`src/cfg_regs_pkg.sv`:
```
`default_nettype none
package cfg_regs_pkg;
  localparam logic [15:0] ADDR_SETUP = 16'h0000;
  localparam logic [15:0] ADDR_PART_ID = 16'h0001;
  localparam logic [15:0] ADDR_GRADE = 16'h0002;
  localparam logic [15:0] ADDR_CHAN_SEL = 16'h0005;
  localparam logic [15:0] ADDR_TRANSFER = 16'h00ff;
  localparam logic [15:0] ADDR_GLOBAL_LO = 16'h0008;
  localparam logic [15:0] ADDR_GLOBAL_HI = 16'h0109;
  localparam logic [15:0] ADDR_POWER = 16'h0008;
  localparam logic [15:0] ADDR_CLOCK = 16'h0009;
  localparam logic [15:0] ADDR_CLKDIV = 16'h000b;
  localparam logic [15:0] ADDR_ENHANCE = 16'h000c;
  localparam logic [15:0] ADDR_TEST = 16'h000d;
  localparam logic [7:0] GRADE_MASK = 8'h70;
  localparam logic [7:0] SETUP_RESET = 8'h18;
  localparam logic [7:0] SETUP_FIXED_MASK = 8'h99;
  localparam logic [7:0] SETUP_FIXED_VAL = 8'h18;
  localparam int SETUP_SRST_HI = 5;
  localparam int SETUP_SRST_LO = 2;
  localparam int SETUP_LSB_HI = 6;
  localparam int SETUP_LSB_LO = 1;
  localparam logic [7:0] CHAN_SEL_RESET = 8'h3f;
  localparam logic [7:0] CHAN_SEL_MASK = 8'h3f;
  localparam logic [5:0] CHAN_ALL = 6'h3f;
  localparam logic [7:0] TRANSFER_RESET = 8'h00;
  localparam logic [7:0] TRANSFER_MASK = 8'h01;
  localparam logic [7:0] POWER_RESET = 8'h00;
  localparam logic [7:0] POWER_MASK = 8'h23;
  localparam logic [7:0] CLOCK_RESET = 8'h01;
  localparam logic [7:0] CLOCK_MASK = 8'h01;
  localparam logic [7:0] CLKDIV_RESET = 8'h00;
  localparam logic [7:0] CLKDIV_MASK = 8'h07;
  localparam logic [7:0] ENHANCE_RESET = 8'h00;
  localparam logic [7:0] ENHANCE_MASK = 8'h04;
  localparam logic [7:0] TEST_RESET = 8'h00;
  localparam logic [7:0] TEST_MASK = 8'hdf;
  localparam int NUM_CHAN = 6;
  localparam int INSTR_BITS = 16;
  localparam int WORD_BITS = 8;
  localparam logic [4:0] INSTR_LAST = 5'd15;
  localparam logic [2:0] WORD_LAST = 3'd7;
  typedef struct packed {
    logic [15:0] addr;
    logic [7:0] data;
    logic we;
  } reg_wr_s;
endpackage
`default_nettype wire

```
`src/channel_indexed_config_regs.sv`:
```
// How it works
// decode chip config, index/transfer and global regions up to 0x109
// host writes zero into open bits of partly defined registers
// host never writes wholly open or unlisted addresses
// reset loads every register with its default
// local registers copied per data and clock channel, chosen by index bits
// all index bits set: local write updates every copy
// host selects exactly one data channel before local read
// several selected on read: lowest data channel copy returned
// global registers ignore the channel index
// channel index resets to 0x3f
// setup register fixed bits, mirrored nibbles, default 0x18
// soft reset bit restores defaults and clears itself
// access only through three-wire port with 16-bit addresses; code takes only 13 address bits from the instruction
// read-only part identifier, writes ignored
// 16-bit instruction, first bit read; data line turns for reads
// 8-bit words, msb first unless lsb-first selected
// streaming with select low; select may pause high between bytes; code ends the frame when select goes high
// open bits read zero, read-only writes ignored
`default_nettype none
module channel_indexed_config_regs
  import cfg_regs_pkg::*;
#(
  parameter logic [7:0] PART_ID = 8'h5a, // arbitrary value
  parameter logic [7:0] GRADE_ID = 8'h20 // arbitrary value
) (
  input wire logic clk, // core clock
  input wire logic nrst, // async reset, low active
  input wire logic serialClk, // serial shift clock pin
  input wire logic chip_select_low, // frame select pin, low active
  input wire logic dataIn, // data line input
  output logic dataOut, // data line output
  output logic dataOeN, // data line enable, low drives
  output logic [7:0] powerMode, // global power register
  output logic [7:0] clockCtrl, // global clock register
  output logic [7:0] clockDivide, // global divide register
  output logic [7:0] enhanceCtrl, // global enhance register
  output logic [7:0] transferCtrl, // transfer register
  output logic [8*NUM_CHAN-1:0] testMode, // local test mode per channel
  output logic lsbFirst // bit order in use
);
  // ****************************************
  // reset and pin synchronisers
  // ****************************************
  logic rq1, rstN;
  always_ff @(posedge clk or negedge nrst) begin
    if (!nrst) begin
      rq1 <= 1'b0;
      rstN <= 1'b0;
    end else begin
      rq1 <= 1'b1;
      rstN <= rq1;
    end
  end
  logic sclkRise, sclkFall, csLvl, csAssert, csRelease, sdiLvl;
  // cs is synced relative to its idle high so its level means selected
  sync_3ff uSclk (.clk(clk), .rstN(rstN), .pin(serialClk), .resetVal(1'b0),
    .level(), .rise(sclkRise), .fall(sclkFall));
  sync_3ff uCs (.clk(clk), .rstN(rstN), .pin(chip_select_low),
    .resetVal(1'b1), .level(csLvl), .rise(csAssert), .fall(csRelease));
  sync_3ff uSdi (.clk(clk), .rstN(rstN), .pin(dataIn), .resetVal(1'b0),
    .level(sdiLvl), .rise(), .fall());
  // ****************************************
  // serial frame engine
  // ****************************************
  typedef enum logic [1:0] {IDLE, INSTR, DATA} phase_e;
  phase_e phase;
  logic [4:0] bitCnt;
  logic [15:0] shiftReg;
  logic isRead, driving;
  logic [15:0] curAddr;
  reg_wr_s wr;
  wire selected = csLvl;
  wire sampleBit = selected && sclkRise && phase != IDLE;
  wire [15:0] shiftNext = {shiftReg[14:0], sdiLvl};
  wire wordDone = sampleBit && phase == DATA && bitCnt[2:0] == WORD_LAST;
  wire instrDone = sampleBit && phase == INSTR && bitCnt == INSTR_LAST;
  // lsb-first reverses each received byte before use
  wire [7:0] rxMsb = shiftNext[7:0];
  wire [7:0] rxByte = lsbFirst ? {<<{rxMsb}} : rxMsb;
  wire [7:0] readData;
  always_ff @(posedge clk or negedge rstN) begin
    if (!rstN) begin
      phase <= IDLE;
      bitCnt <= 5'd0;
      shiftReg <= 16'h0000;
      isRead <= 1'b0;
      curAddr <= 16'h0000;
      driving <= 1'b0;
    end else if (csAssert && phase == IDLE) begin
      phase <= INSTR;
      bitCnt <= 5'd0;
    end else if (csRelease) begin
      // limitation: deselect ends the frame, next select wants an instruction
      phase <= IDLE;
      driving <= 1'b0;
    end else if (sampleBit) begin
      shiftReg <= shiftNext;
      bitCnt <= (phase == DATA) ? {2'b00, bitCnt[2:0] + 3'd1}
                                : bitCnt + 5'd1;
      if (instrDone) begin
        phase <= DATA;
        isRead <= shiftNext[15];
        curAddr <= {3'b000, shiftNext[12:0]};
        driving <= shiftNext[15];
        bitCnt <= 5'd0;
      end else if (wordDone) begin
        // select held low streams; bit order sets address direction
        curAddr <= lsbFirst ? curAddr + 16'd1 : curAddr - 16'd1;
      end
    end
  end
  // shifting out on falling serial clock edges
  logic [2:0] outIdx;
  always_ff @(posedge clk or negedge rstN) begin
    if (!rstN) begin
      outIdx <= 3'd0;
      dataOut <= 1'b0;
    end else if (phase == DATA && isRead && sclkFall) begin
      outIdx <= outIdx + 3'd1;
      dataOut <= lsbFirst ? readData[outIdx] : readData[3'd7 - outIdx];
    end else if (phase != DATA) begin
      outIdx <= 3'd0;
      dataOut <= 1'b0;
    end
  end
  assign dataOeN = !(driving && selected && phase == DATA);
  assign wr = {curAddr, rxByte, wordDone && !isRead};
  // ****************************************
  // register bank
  // ****************************************
  logic [7:0] setup, chanSel;
  logic [7:0] testCopy [NUM_CHAN];
  wire inRange = wr.addr <= ADDR_GLOBAL_HI;
  wire wSetup = wr.we && wr.addr == ADDR_SETUP;
  wire wChan = wr.we && wr.addr == ADDR_CHAN_SEL;
  wire wXfer = wr.we && wr.addr == ADDR_TRANSFER;
  wire wPow = wr.we && wr.addr == ADDR_POWER && inRange;
  wire wClk = wr.we && wr.addr == ADDR_CLOCK;
  wire wDiv = wr.we && wr.addr == ADDR_CLKDIV;
  wire wEnh = wr.we && wr.addr == ADDR_ENHANCE;
  wire wTest = wr.we && wr.addr == ADDR_TEST;
  // soft reset request from either mirrored bit position
  wire softRst = wSetup && (wr.data[SETUP_SRST_HI] || wr.data[SETUP_SRST_LO]);
  wire [7:0] setupWr = (wr.data & ~SETUP_FIXED_MASK) | SETUP_FIXED_VAL;
  always_ff @(posedge clk or negedge rstN) begin
    if (!rstN) begin
      setup <= SETUP_RESET;
      chanSel <= CHAN_SEL_RESET;
      transferCtrl <= TRANSFER_RESET;
      powerMode <= POWER_RESET;
      clockCtrl <= CLOCK_RESET;
      clockDivide <= CLKDIV_RESET;
      enhanceCtrl <= ENHANCE_RESET;
    end else if (softRst) begin
      // self-clearing: soft reset bits never stored
      setup <= SETUP_RESET;
      chanSel <= CHAN_SEL_RESET;
      transferCtrl <= TRANSFER_RESET;
      powerMode <= POWER_RESET;
      clockCtrl <= CLOCK_RESET;
      clockDivide <= CLKDIV_RESET;
      enhanceCtrl <= ENHANCE_RESET;
    end else begin
      if (wSetup) begin
        // mirror bit order so either orientation lands the same
        setup <= {1'b0, setupWr[SETUP_LSB_HI] | setupWr[SETUP_LSB_LO],
          2'b01, 2'b10, setupWr[SETUP_LSB_HI] | setupWr[SETUP_LSB_LO],
          1'b0};
      end
      if (wChan) chanSel <= wr.data & CHAN_SEL_MASK;
      if (wXfer) transferCtrl <= wr.data & TRANSFER_MASK;
      if (wPow) powerMode <= wr.data & POWER_MASK;
      if (wClk) clockCtrl <= wr.data & CLOCK_MASK;
      if (wDiv) clockDivide <= wr.data & CLKDIV_MASK;
      if (wEnh) enhanceCtrl <= wr.data & ENHANCE_MASK;
    end
  end
  assign lsbFirst = setup[SETUP_LSB_HI];
  // per-channel copies of the local register
  genvar ch;
  generate
    for (ch = 0; ch < NUM_CHAN; ch++) begin : gChan
      always_ff @(posedge clk or negedge rstN) begin
        if (!rstN) begin
          testCopy[ch] <= TEST_RESET;
        end else if (softRst) begin
          testCopy[ch] <= TEST_RESET;
        end else if (wTest && chanSel[ch]) begin
          testCopy[ch] <= wr.data & TEST_MASK;
        end
      end
      assign testMode[8*ch +: 8] = testCopy[ch];
    end
  endgenerate
  // lowest selected data channel wins on read
  wire [7:0] localRd = chanSel[0] ? testCopy[0] :
                       chanSel[1] ? testCopy[1] :
                       chanSel[2] ? testCopy[2] :
                       chanSel[3] ? testCopy[3] : 8'h00;
  // read mux on current address; unmapped reads as zero
  assign readData =
    (curAddr == ADDR_SETUP) ? setup :
    (curAddr == ADDR_PART_ID) ? PART_ID :
    (curAddr == ADDR_GRADE) ? (GRADE_ID & GRADE_MASK) :
    (curAddr == ADDR_CHAN_SEL) ? chanSel :
    (curAddr == ADDR_TRANSFER) ? transferCtrl :
    (curAddr == ADDR_POWER) ? powerMode :
    (curAddr == ADDR_CLOCK) ? clockCtrl :
    (curAddr == ADDR_CLKDIV) ? clockDivide :
    (curAddr == ADDR_ENHANCE) ? enhanceCtrl :
    (curAddr == ADDR_TEST) ? localRd : 8'h00;
endmodule
`default_nettype wire

```
`src/sync_3ff.sv`:
```
`default_nettype none
module sync_3ff (
  input wire logic clk, // core clock
  input wire logic rstN, // synced reset
  input wire logic pin, // async input
  input wire logic resetVal, // idle level of pin
  output logic level, // filtered level
  output logic rise, // one-cycle pulse
  output logic fall // one-cycle pulse
);
  logic s1, s2, s3;
  always_ff @(posedge clk or negedge rstN) begin
    if (!rstN) begin
      s1 <= 1'b0;
      s2 <= 1'b0;
      s3 <= 1'b0;
      level <= 1'b0;
    end else begin
      s1 <= pin ^ resetVal;
      s2 <= s1;
      s3 <= s2;
      if (s2 == s3) begin
        level <= s3;
      end
    end
  end
  // levels are stored relative to idle so reset is constant
  assign rise = (s2 == s3) && s3 && !level;
  assign fall = (s2 == s3) && !s3 && level;
endmodule
`default_nettype wire
```
`config.mk`:
```
export PLATFORM = sky130hd
export DESIGN_NAME = channel_indexed_config_regs
export DESIGN_NICKNAME = d
export VERILOG_FILES = /design/src/cfg_regs_pkg.sv /design/src/channel_indexed_config_regs.sv /design/src/sync_3ff.sv
export SDC_FILE = /design/constraint.sdc
export NUM_CORES = 1
export LEC_CHECK = 0
export BUFFER_PORTS_ARGS = -buffer_cell sky130_fd_sc_hd__buf_2
export CORE_MARGIN = 5
export CORE_UTILIZATION = 30
export CTS_CLUSTER_DIAMETER = 80
export CTS_CLUSTER_SIZE = 24
export DETAILED_ROUTE_END_ITERATION = 16
export REMOVE_ABC_BUFFERS = 1
export SYNTH_ARGS = -nofsm -noshare
export SYNTH_HDL_FRONTEND = slang
export SYNTH_SLANG_ARGS = --single-unit
```
`constraint.sdc`:
```
create_clock -name clk -period 5.07 [get_ports clk]
set_input_delay 0.2535 -clock clk [delete_from_list [all_inputs] [get_ports clk]]
set_output_delay 0.2535 -clock clk [all_outputs]
set_load 0.02 [all_outputs]
```
After elaboration in Yosys (flattened, before gate mapping) --
Cells that the tools add are included.
Cells by class: add/subtract/negate cells 6, order comparisons 3, equality and inequality tests 18, muxes and demuxes 65, bitwise operators 4, reductions and logical operators 72
Operators with widths (number):
- $mux W8 | 41
- $eq A16 B4 Y1 const B | 5
- $mux W16 | 3
- $reduce_bool A2 Y1 | 19
- $logic_and A1 B1 Y1 | 36
- $mux W5 | 5
- $add A16 B1 Y16 const B | 1
- $eq A16 B1 Y1 const B | 1
- $eq A16 B2 Y1 const B | 1
- $eq A16 B3 Y1 const B | 1
- $eq A16 B8 Y1 const B | 1
- $le A16 B9 Y1 const B | 1
- $logic_not A16 Y1 | 1
- $sub A16 B1 Y16 const B | 1
- $lt A3 B4 Y1 const B | 2
- $mux W1 | 8
- $mux W2 | 4
- $reduce_and A4 Y1 | 2
- $add A3 B1 Y3 const B | 2
- $bmux W1 S3 | 2
- $logic_not A1 Y1 | 6
- $mux W3 | 2
- $reduce_and A3 Y1 | 2
- $reduce_bool A3 Y1 | 2
- 14 further kinds | 19
Word-level totals: register bits after elaboration 162, input bits 5, output and inout port bits 91, logic and storage cells 203

Longest topological paths before layout --
Gate-level depths: netlist (run 1).
depth after elaboration 18, gate-level depth with buffers 11, gate-level depth less buffers 11

Cells and area by module --
A second synthesis (run 1) with hierarchy kept.
Unflattened totals: cells, all modules 769, area total of the unflattened synthesis 6570.1 µm²
Modules (own cells, without submodules):
- channel_indexed_config_regs | instances 1, cells an instance 733, area each 6063.3 µm²
- sync_3ff | instances 3, cells an instance 12, area each 168.9 µm²

Worst setup path after synthesis (run 1) --
Ideal clock, no wire load.
path kind register -> register, start point register bitCnt[0], end point register curAddr[3], library setup time 0.077 ns, arrival 2.209 ns, data required time 4.993 ns, path slack 2.783 ns, stages on the path, launching flop included 12, path buffers 2, clock period less this slack 2.287 ns, cells stage by stage dfrtp_1 > ha_1 > and3_1 > ha_1 > nor2b_1 > nand2_1 > or2_2 > clkbuf_1 > a21boi_0 > buf_2 > a21oi_1 > a21oi_1
Between the ends: longest elaborated chain between the ends 4
Ends and longest elaborated chain:
- from (decl) | RTL line channel_indexed_config_regs.sv:68 | logic [4:0] bitCnt;
- from (signal assigned) | RTL line channel_indexed_config_regs.sv:99 | bitCnt <= (phase == DATA) ? {2'b00, bitCnt[2:0] + 3'd1}
- $eq A5 B4 Y1 or $eq A3 B3 Y1 (tied branches) | RTL line channel_indexed_config_regs.sv:77, channel_indexed_config_regs.sv:76
- $logic_and A1 B1 Y1 (on tied branches) | RTL line channel_indexed_config_regs.sv:77, channel_indexed_config_regs.sv:76
- $reduce_bool A2 Y1 (no source line)
- $reduce_and A4 Y1 (no source line)
- to (signal assigned) | RTL line channel_indexed_config_regs.sv:104 | curAddr <= {3'b000, shiftNext[12:0]};
- to (signal assigned) | RTL line channel_indexed_config_regs.sv:109 | curAddr <= lsbFirst ? curAddr + 16'd1 : curAddr - 16'd1;
- to (decl) | RTL line channel_indexed_config_regs.sv:71 | logic [15:0] curAddr;
Several ways; a longest one is shown, not always the timed one. A chain may end at the register's enable or synchronous reset.

Final worst setup path (run 1) --
start point register curAddr[7], end point register enhanceCtrl[2]
Between the ends: longest elaborated chain between the ends 4
Ends and longest elaborated chain:
- $logic_not A16 Y1 | RTL line channel_indexed_config_regs.sv:135 | wire wSetup = wr.we && wr.addr == ADDR_SETUP;
- $logic_and A1 B1 Y1 | RTL line channel_indexed_config_regs.sv:135
- $logic_and A1 B1 Y1 | RTL line channel_indexed_config_regs.sv:144 | wire softRst = wSetup && (wr.data[SETUP_SRST_HI] || wr.data[SETUP_SRST_LO]);
- $mux W8 or $reduce_bool A2 Y1 (tied branches)
- to (signal assigned) | RTL line channel_indexed_config_regs.sv:176 | if (wEnh) enhanceCtrl <= wr.data & ENHANCE_MASK;
- to (decl) | RTL line channel_indexed_config_regs.sv:37 | output logic [7:0] enhanceCtrl,
Several ways; a longest one is shown, not always the timed one.

==> results of run 1 <==
[per-layer routing]
metal	wire length (um)	up-vias	GRT usage (%)
met4	299	0	4.794
met2	7593	156	21.67
met1	7500	2455	18.59
li1	-	2480	-
met5	0	-	0
met3	866	14	3.412
[stage by stage]
step	instances	worst slack, ps	hold slack (ps)
floorplan	649	1541	-42.09
global placement	988	2038	38.34
detailed placement	988	1979	41.62
CTS	1024	1965	122.9
global route	1024	1699	139.7
finish	1024	1962	139.8
[worst register-to-register path, delay by kind of cell (launching register included)]
| family | cells | cell delay (ps) |
|---|---|---|
| mux | 1 | 350 |
| simple gates | 5 | 1660 |
| compound gates | 1 | 110 |
| buf+inv | 1 | 420 |
| flops | 1 | 450 |
[power groups by stage]
| stage | sequential [mW] | combinational [mW] | clock (mW) |
|---|---|---|---|
| 2_1_floorplan | 1.01 | 0.0982 | 0 |
| 3_3_place_gp | 1.02 | 0.141 | 0 |
| 3_5_place_dp | 1.02 | 0.144 | 0 |
| 4_1_cts | 1.01 | 0.146 | 1.30 |
| 5_1_grt | 1.02 | 0.160 | 1.35 |
| 6_report | 1.01 | 0.146 | 1.28 |
[synthesized netlist by cell type (5+ instances only)]
library cell  count  area share (%)
a211oi_1         10             1.2
a21o_1            5            0.59
a21oi_1          62             4.9
a221oi_1          6            0.83
a22oi_1           5            0.59
a31oi_1           5            0.49
and3_1            5            0.49
buf_2            12            0.94
buf_4            38             4.5
clkbuf_1         21             1.2
dfrtp_1         109              43
dfstp_2           7             2.9
ha_1             13             2.6
inv_1            18             1.1
mux2_2           19             3.4
mux2i_1           8             1.3
nand2_1          56             3.3
nand2b_1          5            0.49
nand3_1          25             2.0
nor2_1          112             6.6
nor3_1           14             1.1
o211ai_1          8            0.94
o21ai_0          22             1.7
o22ai_1          17             1.7
[timing repair]
item                                   CTS  global route
endpoints found under the hold margin    5             0
buffers inserted                         0             0
hold buffers                             4             0
gates resized for setup                  0             0
[cell type report]
class | instances | area (sq um)
inverter | 18 | 67.56
timing repair buffer | 68 | 375.4
fill | 2146 | 13580
sequential | 116 | 2915
clock buffer | 17 | 425.4
clock inverter | 15 | 205.2
multi-input combinational | 515 | 3043
tap | 275 | 344.1
[worst min path at each step]
stage | end | start
5_1_grt | rq1$_DFF_PN0_ | nrst
2_1_floorplan | rq1$_DFF_PN0_ | nrst
4_1_cts | rstN$_DFF_PN0_ | nrst
3_3_place_gp | rq1$_DFF_PN0_ | nrst
3_5_place_dp | rq1$_DFF_PN0_ | nrst
6_report | rstN$_DFF_PN0_ | nrst
[flip-flops by register name, summed over array words and instances (netlist names), 2 cells and up]
| name | cells |
|---|---|
| testMode | 42 |
| curAddr | 16 |
| shiftReg | 15 |
| chanSel | 6 |
| bitCnt | 5 |
| clockDivide | 3 |
| outIdx | 3 |
| powerMode | 3 |
| phase | 2 |
[cell families after synthesis]
family,after synthesis
compound gates,175
flops,116
simple gates,254
buf+inv,95
other cells,2
mux,28
fa+ha+maj,14
xor+xnor,6
==> flow_metrics.tcl, run 1 <==
set metrics [dict create \
    path_class "flip-flop to flip-flop" \
    cts_buffer_depth 2 \
    final_cell_area_sq_mm 0.007376 \
    cts_buffers 17 \
    power.density_mw_per_mm2 329.9 \
    synth-edff-count 0 \
    fp.dieH_um 155.6 \
    period_needed_ps 3108 \
    grt-ovfl-total 0 \
    track_usage_pct 13.78 \
    grt_pass1_vias 4907 \
    avgSynthCellArea_sq_um 9.215 \
    fin_util_pct 35.20 \
    place_area_sq_mm 0.006705 \
    port_buffers 58 \
    worstPathMaxFanout 33 \
    vdd_drop_max_mv 0.1465 \
    p_switching_mw 0.6083 \
    synthArstFlopShare_pct 100.0 \
    skew_ps 9.658 \
    finalCritPeriodShare_pct 61.30 \
    synth_ff_type "dfrtp_1" \
    syn-cell-area_sq_mm 0.006359 \
    path_buf_inv 1 \
    setup.worst_path.start "curAddr[7]$_DFFE_PN0P_" \
    dr.pass1.iters 5 \
    nets 754 \
    dp_hpwl_mm 11.52 \
    synth_warnings 0 \
    cp-end-kind "flip-flop" \
    crit_path_end "enhanceCtrl[2]$_DFFE_PN0P_" \
    max_freq_mhz 321.8 \
    synth_mux_area_share_pct 4.801 \
    clock_latency_ps 420 \
    pwr-share-comb_pct 6.0 \
    slew_headroom_pct 24.21 \
    setup_viol 0 \
    cts_tree "yes" \
    start_util_pct 30.34 \
    mostFrequentLayoutCell "nor2_1" \
    antenna_found_initial 0 \
    yosys.area_share.adder_pct 2.715 \
    crit_path_start_kind "flip-flop" \
    io_pins 96 \
    seq_area_frac_synth_pct 45.79 \
    internal-power_mw 1.825 \
    p_clk_share_pct 52.6 \
    power_mw 2.433 \
    clock-root-buffer "clkbuf_16" \
    h-tree-depth 4 \
    synth-seq-cells 116 \
    synth_xor_area_share_pct 0.8264 \
    syn-instance-count 690 \
    crit_path_top_delay_cell "nor2_2" \
    drv_cap 0 \
    wl_mm 16.26 \
    die_w_um 155.6 \
    r2r-start "curAddr[7]$_DFFE_PN0P_" \
    crit_top_cell "nor4_4" \
    drc 0 \
    fp-row-count 53 \
    finalWeightedCongestion 0.8427 \
    final_cell_mix "112 x nor2_1, 108 x dfrtp_1, 62 x a21oi_1" \
    core_sq_mm 0.02096 \
    wl_per_cell_um 15.88 \
    crit_cells 8 \
    grt_start_max_net_pins 83 \
    n_antenna_cell 0 \
    synth.distinct_cells 72 \
    first_iter_violations 357 \
    drive_above_1_share_pct 19.49 \
    r2r-end "enhanceCtrl[2]$_DFFE_PN0P_" \
    status "finished, final reports clean" \
    cp_top_family "simple AND/OR/NAND/NOR gates" \
    viasPerCell 4.985 \
    worst_pin_slew_ps 1105 \
    ant_nets 0 \
    hold_violations 0 \
    slowest_delay_ps 480 \
    clkSlewWorstSetupHoldPaths_ps 60 \
    synth_top_family_by_area "simple AND/OR/NAND/NOR gates" \
    finalSetupTns_ps 0 \
    p_leak_nw 3.477 \
    area_growth_pct 16.00 \
    r2r_setup_slack_ps 1960 \
    critPathRequiredTime_ps 5370 \
    pwr-share-seq_pct 41.4 \
    yosys.area_share.simple_pct 19.26 \
    routed-via-count 5105 \
    synth-compound-area-share_pct 17.93 \
    rr_worst_depth 8 \
    cts.sinks 116 \
    holdCritPathClass "input pin to asynchronous set/reset pin" \
    fp.dieArea_sq_mm 0.02421 \
    crit_path_cell_trace "nor4_4, nand3_4, nor4_4, nand3_2, nor2_2, buf_4, a41oi_1, mux2_1" \
    swShare_pct 25.00 \
    cp_data_arrival_time_ps 3410 \
    rsz0062_at_grt "false" \
    grt_pass1_wl_mm 26.65 \
    drv_slew 0 \
]
(Power assumes the default switching activity.)
==> inputs of run 2 (changes only) <==
Clock period 5.07 ns to 2.85 ns, I/O delays scaled along.
==> run 2 against run 1 <==
Net effect:
- maximum frequency grew 23%
- core utilization grew 0.64 points
- flip-flop and latch count is the same
- global-route usage shrank 0.18 points
- worst hold slack lost 98 ps
- final area grew 1.8%
- count of clock-buffer cells in the layout grew 6
- critical path depth shrank 2
- register-to-register slack lost 1600 ps
- largest power group unchanged
- highest routed layer unchanged
==> flow_metrics.tcl, run 2 (synthesized netlist as in run 1, its figures left out) <==
set metrics [dict create \
    nets 771 \
    cts_tree "yes" \
    wl_per_cell_um 15.40 \
    start_util_pct 30.34 \
    core_sq_mm 0.02096 \
    antenna_found_initial 0 \
    p_leak_nw 3.552 \
    die_w_um 155.6 \
    fin_ws_ps 329.1 \
    dr.pass1.iters 5 \
    worstPathMaxFanout 16 \
    final_cell_mix "112 x nor2_1, 108 x dfrtp_1, 62 x a21oi_1" \
    wl_mm 16.03 \
    max_freq_mhz 396.7 \
    status "finished, final reports clean" \
    dp_hpwl_mm 11.45 \
    fp-row-count 53 \
    drc 0 \
    rsz0062_at_grt "false" \
    dp_cells 1005 \
    path_class "flip-flop to flip-flop" \
    routed-via-count 5183 \
    cp-end-kind "flip-flop" \
    fin_hold_ws_ps 41.67 \
    port_buffers 58 \
    setup_viol 0 \
    first_iter_violations 333 \
    critPathRequiredTime_ps 3160 \
    clock_latency_ps 420 \
    fp.dieArea_sq_mm 0.02421 \
    fin_cells 1041 \
    finalCritPeriodShare_pct 88.45 \
    h-tree-depth 4 \
    grt_pass1_wl_mm 26.29 \
    hold_violations 0 \
    clock-root-buffer "clkbuf_16" \
    cts_buffers 17 \
    crit_path_start_kind "flip-flop" \
    area_growth_pct 18.10 \
    power.density_mw_per_mm2 571.8 \
    cts.sinks 116 \
    period_needed_ps 2521 \
    drv_cap 0 \
    track_usage_pct 13.59 \
    fin_util_pct 35.84 \
    ant_nets 0 \
    slew_headroom_pct 58.31 \
    drv_slew 0 \
    cp_data_arrival_time_ps 2830 \
    pre_cts_slack_ps 327.2 \
    worst_pin_slew_ps 618.8 \
    mostFrequentLayoutCell "nor2_1" \
    n_antenna_cell 0 \
    cts_buffer_depth 2 \
    fp.dieH_um 155.6 \
    grt_start_max_net_pins 64 \
    grt_pass1_vias 4861 \
    viasPerCell 4.979 \
    clkSlewWorstSetupHoldPaths_ps 60 \
    finalWeightedCongestion 0.9324 \
    largest_reg_flops 42 \
    post_cts_resized 0 \
    skew_ps 10.68 \
    drive_above_1_share_pct 20.63 \
    grt-ovfl-total 0 \
    vdd_drop_max_mv 0.3185 \
    holdCritPathClass "input pin to asynchronous set/reset pin" \
    io_pins 96 \
]
-- run 2: cell count changes in the layout (fill, tap and decap cells not counted), sizes merged --
| cell | change |
|---|---|
| clkinv | -2 |
| clkinvlp | -1 |
| inv | -3 |
| clkbuf | +6 |
| buf | +17 |
-- run 2: path summary, 6_finish.rpt --
check | startpoint | to | slack, ps | depth (start not counted)
worst max-delay path | curAddr[7]$_DFFE_PN0P_ | testMode[18]$_DFFE_PN0P_ | 330 | 6
worst min-delay path | nrst | rstN$_DFF_PN0_ | 40 | 2
worst max register to register | curAddr[7]$_DFFE_PN0P_ | testMode[18]$_DFFE_PN0P_ | 330 | 6
worst min register to register | rstN$_DFF_PN0_ | testMode[35]$_DFFE_PN0P_ | 290 | 0
max in group asynchronous | rstN$_DFF_PN0_ | uSclk.level$_DFFE_PN0N_ | 1840 | 1
min in group clk | uCs.s1$_DFF_PN0_ | uCs.s2$_DFF_PN0_ | 340 | 0
-- run 2: repair_timing --
item	CTS	global route
buffers inserted	0	0
hold buffers	4	0
endpoints found under the hold margin	5	0
-- run 2: critical path, cell delays in order, from the launching register on --
cell,delay (ps)
dfrtp_1,440
nor4_4,400
nand3_4,210
nor4_4,330
nand3_2,210
or2_1,490
a31o_2,320
-- run 2: cell type report --
class,instances,area (sq um)
timing repair buffer,85,528.0
multi-input combinational,515,3043
clock inverter,9,153.9
tap,275,344.1
inverter,18,67.56
clock buffer,23,457.9
fill,2140,13450
sequential,116,2915
-- run 2: metal layers --
metal | vias up | GRT usage, % | share of wire [%]
met5 | - | 0 | 0
met4 | 0 | 5.169 | 1.8
met3 | 19 | 2.913 | 5.6
met2 | 144 | 21.48 | 48
met1 | 2506 | 18.35 | 45
li1 | 2514 | - | -
-- run 2: power by group --
group / internal [mW] / switching (mW)
clock: 1.48 / 0.734
sequential: 1.70 / 0.0798
combinational: 0.0978 / 0.197
total: 3.28 / 1.01
-- run 2: through the flow --
step,instance area (sq um),power [mW],TNS (ps)
after global routing,7510,4.460,0
after global placement,6858,2.095,0
final,7510,4.294,0
after CTS,7510,4.339,0
after floorplan,6017,1.974,-73970
after detailed placement,6858,2.100,0
==> inputs of run 3 (changes only) <==
Settings changed: ABC_AREA from default to 1.
==> run 3 against run 2 <==
Net effect:
- via count increased by 3.6%
- critical endpoint is now dataOut$_DFFE_PN0P_
- clock power increased by 16%
- synthesized cell count increased by 17%
- highest routed layer unchanged
- largest power group unchanged
- count of clock-buffer cells in the layout decreased by 3
==> flow_metrics.tcl, run 3 <==
set metrics [dict create \
    hold_violations 0 \
    core_sq_mm 0.02109 \
    track_usage_pct 13.75 \
    place_area_sq_mm 0.006862 \
    avgSynthCellArea_sq_um 7.948 \
    cp-end-kind "flip-flop" \
    synth_mux_area_share_pct 0 \
    mostFrequentLayoutCell "nand2_1" \
    syn-cell-area_sq_mm 0.006430 \
    synth_warnings 0 \
    regArea_sq_mm 0.002915 \
    fp.dieArea_sq_mm 0.02446 \
    setup.worst_path.start "curAddr[0]$_DFFE_PN0P_" \
    die_w_um 156.4 \
    slew_headroom_pct 58.03 \
    status "finished, final reports clean" \
    synth.most_common_cell "nand2_1" \
    cts.sinks 116 \
    synth-compound-area-share_pct 15.88 \
    synth_top_area_share_pct 42.42 \
    grt_start_max_net_pins 75 \
    clock_latency_ps 430 \
    wl_per_cell_um 14.30 \
    dp_hpwl_mm 12.06 \
    critPathRequiredTime_ps 3160 \
    ant_nets 0 \
    grt_pass1_wl_mm 26.80 \
    synth_common_cells "192 x nand2_1, 109 x dfrtp_1, 78 x inv_1, 65 x o21ai_0, 58 x o21ai_1" \
    holdCritPathClass "input pin to asynchronous set/reset pin" \
    syn-instance-count 809 \
    drc 0 \
    h-tree-depth 4 \
    vdd_drop_max_mv 0.4002 \
    crit_path_start_kind "flip-flop" \
    cts_buffers 17 \
    port_buffers 58 \
    final_cell_area_sq_mm 0.007607 \
    rsz0062_at_grt "false" \
    synth_xor_area_share_pct 1.498 \
    wl_met2_mm 7.450 \
    skew_ps 9.087 \
    r2r-start "curAddr[0]$_DFFE_PN0P_" \
    clkSlewWorstSetupHoldPaths_ps 60 \
    fillers 2196 \
    p_leak_nw 3.710 \
    cts_tree "yes" \
    synth_ff_type "dfrtp_1" \
    routed-via-count 5370 \
    nets 892 \
    io_pins 96 \
    fp.dieH_um 156.4 \
    power.density_mw_per_mm2 605.1 \
    drive_above_1_share_pct 17.36 \
    fin_cells 1162 \
    grt_pass1_vias 5014 \
    synth-edff-count 0 \
    largest_reg_flops 42 \
    dr_wl_met3_um 905 \
    dp_cells 1126 \
    path_class "flip-flop to flip-flop" \
    finalWeightedCongestion 0.8521 \
    post_cts_resized 0 \
    viasPerCell 4.621 \
    multi_input_area_sq_mm 0.002861 \
    final_cell_mix "192 x nand2_1, 108 x dfrtp_1, 78 x inv_1" \
    n_antenna_cell 0 \
    first_iter_violations 333 \
    fin_ws_ps 318.3 \
    drv_slew 0 \
    seq_area_frac_synth_pct 45.28 \
    pre_cts_slack_ps 404.7 \
    routed.top_layer "met4" \
    period_needed_ps 2532 \
    worst_pin_slew_ps 629.4 \
    start_util_pct 30.49 \
    dr.pass1.iters 5 \
    yosys.area_share.simple_pct 22.22 \
    max_freq_mhz 395.0 \
    synth_largest_area_cell "dfrtp_1" \
    clock-root-buffer "clkbuf_16" \
    synthArstFlopShare_pct 100.0 \
    grt-ovfl-total 0 \
    synth_top_family_by_area "simple AND/OR/NAND/NOR gates" \
    finalSetupTns_ps 0 \
    fp-row-count 53 \
    power_mw 4.603 \
    synth-seq-cells 116 \
    drv_cap 0 \
    synthTopCellsByArea "dfrtp_1 42%, nand2_1 11%, o21ai_0 5.1%" \
    cp_data_arrival_time_ps 2840 \
    wl_met1_mm 8.014 \
    setup_viol 0 \
    fin_util_pct 36.07 \
    fin_hold_ws_ps 25.35 \
    cts_buffer_depth 2 \
    finalCritPeriodShare_pct 88.83 \
    synth.distinct_cells 46 \
    antenna_found_initial 0 \
    yosys.area_share.adder_pct 2.685 \
    worstPathMaxFanout 7 \
    wl_mm 16.62 \
    area_growth_pct 18.31 \
]
run 3: cell types whose count changed in the layout (fill, tap and decap cells not counted), moves of 8 or more:
cell and change:
inv_2 +11, nand3_1 +18, a21oi_1 -37, nand4_1 +8
mux2_2 -19, nor2_1 -68, o21ai_1 +56, o22ai_1 -17
mux2i_1 -8, a211oi_1 -9, inv_1 +60, nand2_1 +136
o21ai_0 +43, buf_4 -10
run 3: kinds of logic (layout without fill, tap and decap cells):
group	count (synthesis)	count (layout)
buf+inv	156	198
compound gates	183	183
fa+ha+maj	14	14
xor+xnor	11	11
simple gates	327	327
flops	116	116
other cells	2	38
run 3: worst paths after layout:
path                                                end  slack [ps]  depth (start not counted)
worst min register to register  shiftReg[9]$_DFFE_PN0P_         330                          0
worst max register to register      dataOut$_DFFE_PN0P_         320                         17
worst max-delay path                dataOut$_DFFE_PN0P_         320                         17
max in group asynchronous        chanSel[1]$_DFFE_PN1P_        1700                          1
worst min-delay path                     rstN$_DFF_PN0_          30                          2
min in group clk                       uCs.s2$_DFF_PN0_         350                          0
run 3: timing repair:
action,4_1_cts,5_1_grt
buffers inserted,0,0
hold endpoints to repair,5,0
hold buffers,4,0
run 3: where the power goes:
| group | total [mW] | internal (mW) | switching [mW] |
|---|---|---|---|
| sequential | 1.77 | 1.70 | 0.0666 |
| combinational | 0.269 | 0.0655 | 0.204 |
| clock | 2.57 | 1.78 | 0.791 |
| total | 4.60 | 3.54 | 1.06 |
run 3: worst max-delay path, cell delays in order, from the launching register on:
cell     delay (ps)
dfrtp_1         430
inv_1           230
ha_1            260
inv_1            90
nor3_1          390
nor2_2          160
nand3_1         120
nand3_1          70
nand2_1         120
nand2_1          90
nand2_1          60
nand3_1          70
nand2_1          70
inv_1            40
nand2_1          60
nand2_1          50
nand3_1          80
nand2_1          50
run 3: area by class of cell:
class	count	area share, %
sequential	116	38.32
clock buffer	20	6.003
clock inverter	12	3.273
inverter	92	4.572
timing repair buffer	74	5.691
multi-input combinational	573	37.62
tap	275	4.523
run 3: metal layers:
| metal | track usage [%] | up-vias |
|---|---|---|
| met2 | 20.32 | 146 |
| met3 | 2.987 | 21 |
| li1 | - | 2727 |
| met1 | 19.85 | 2476 |
| met5 | 0 | - |
| met4 | 4.876 | 0 |
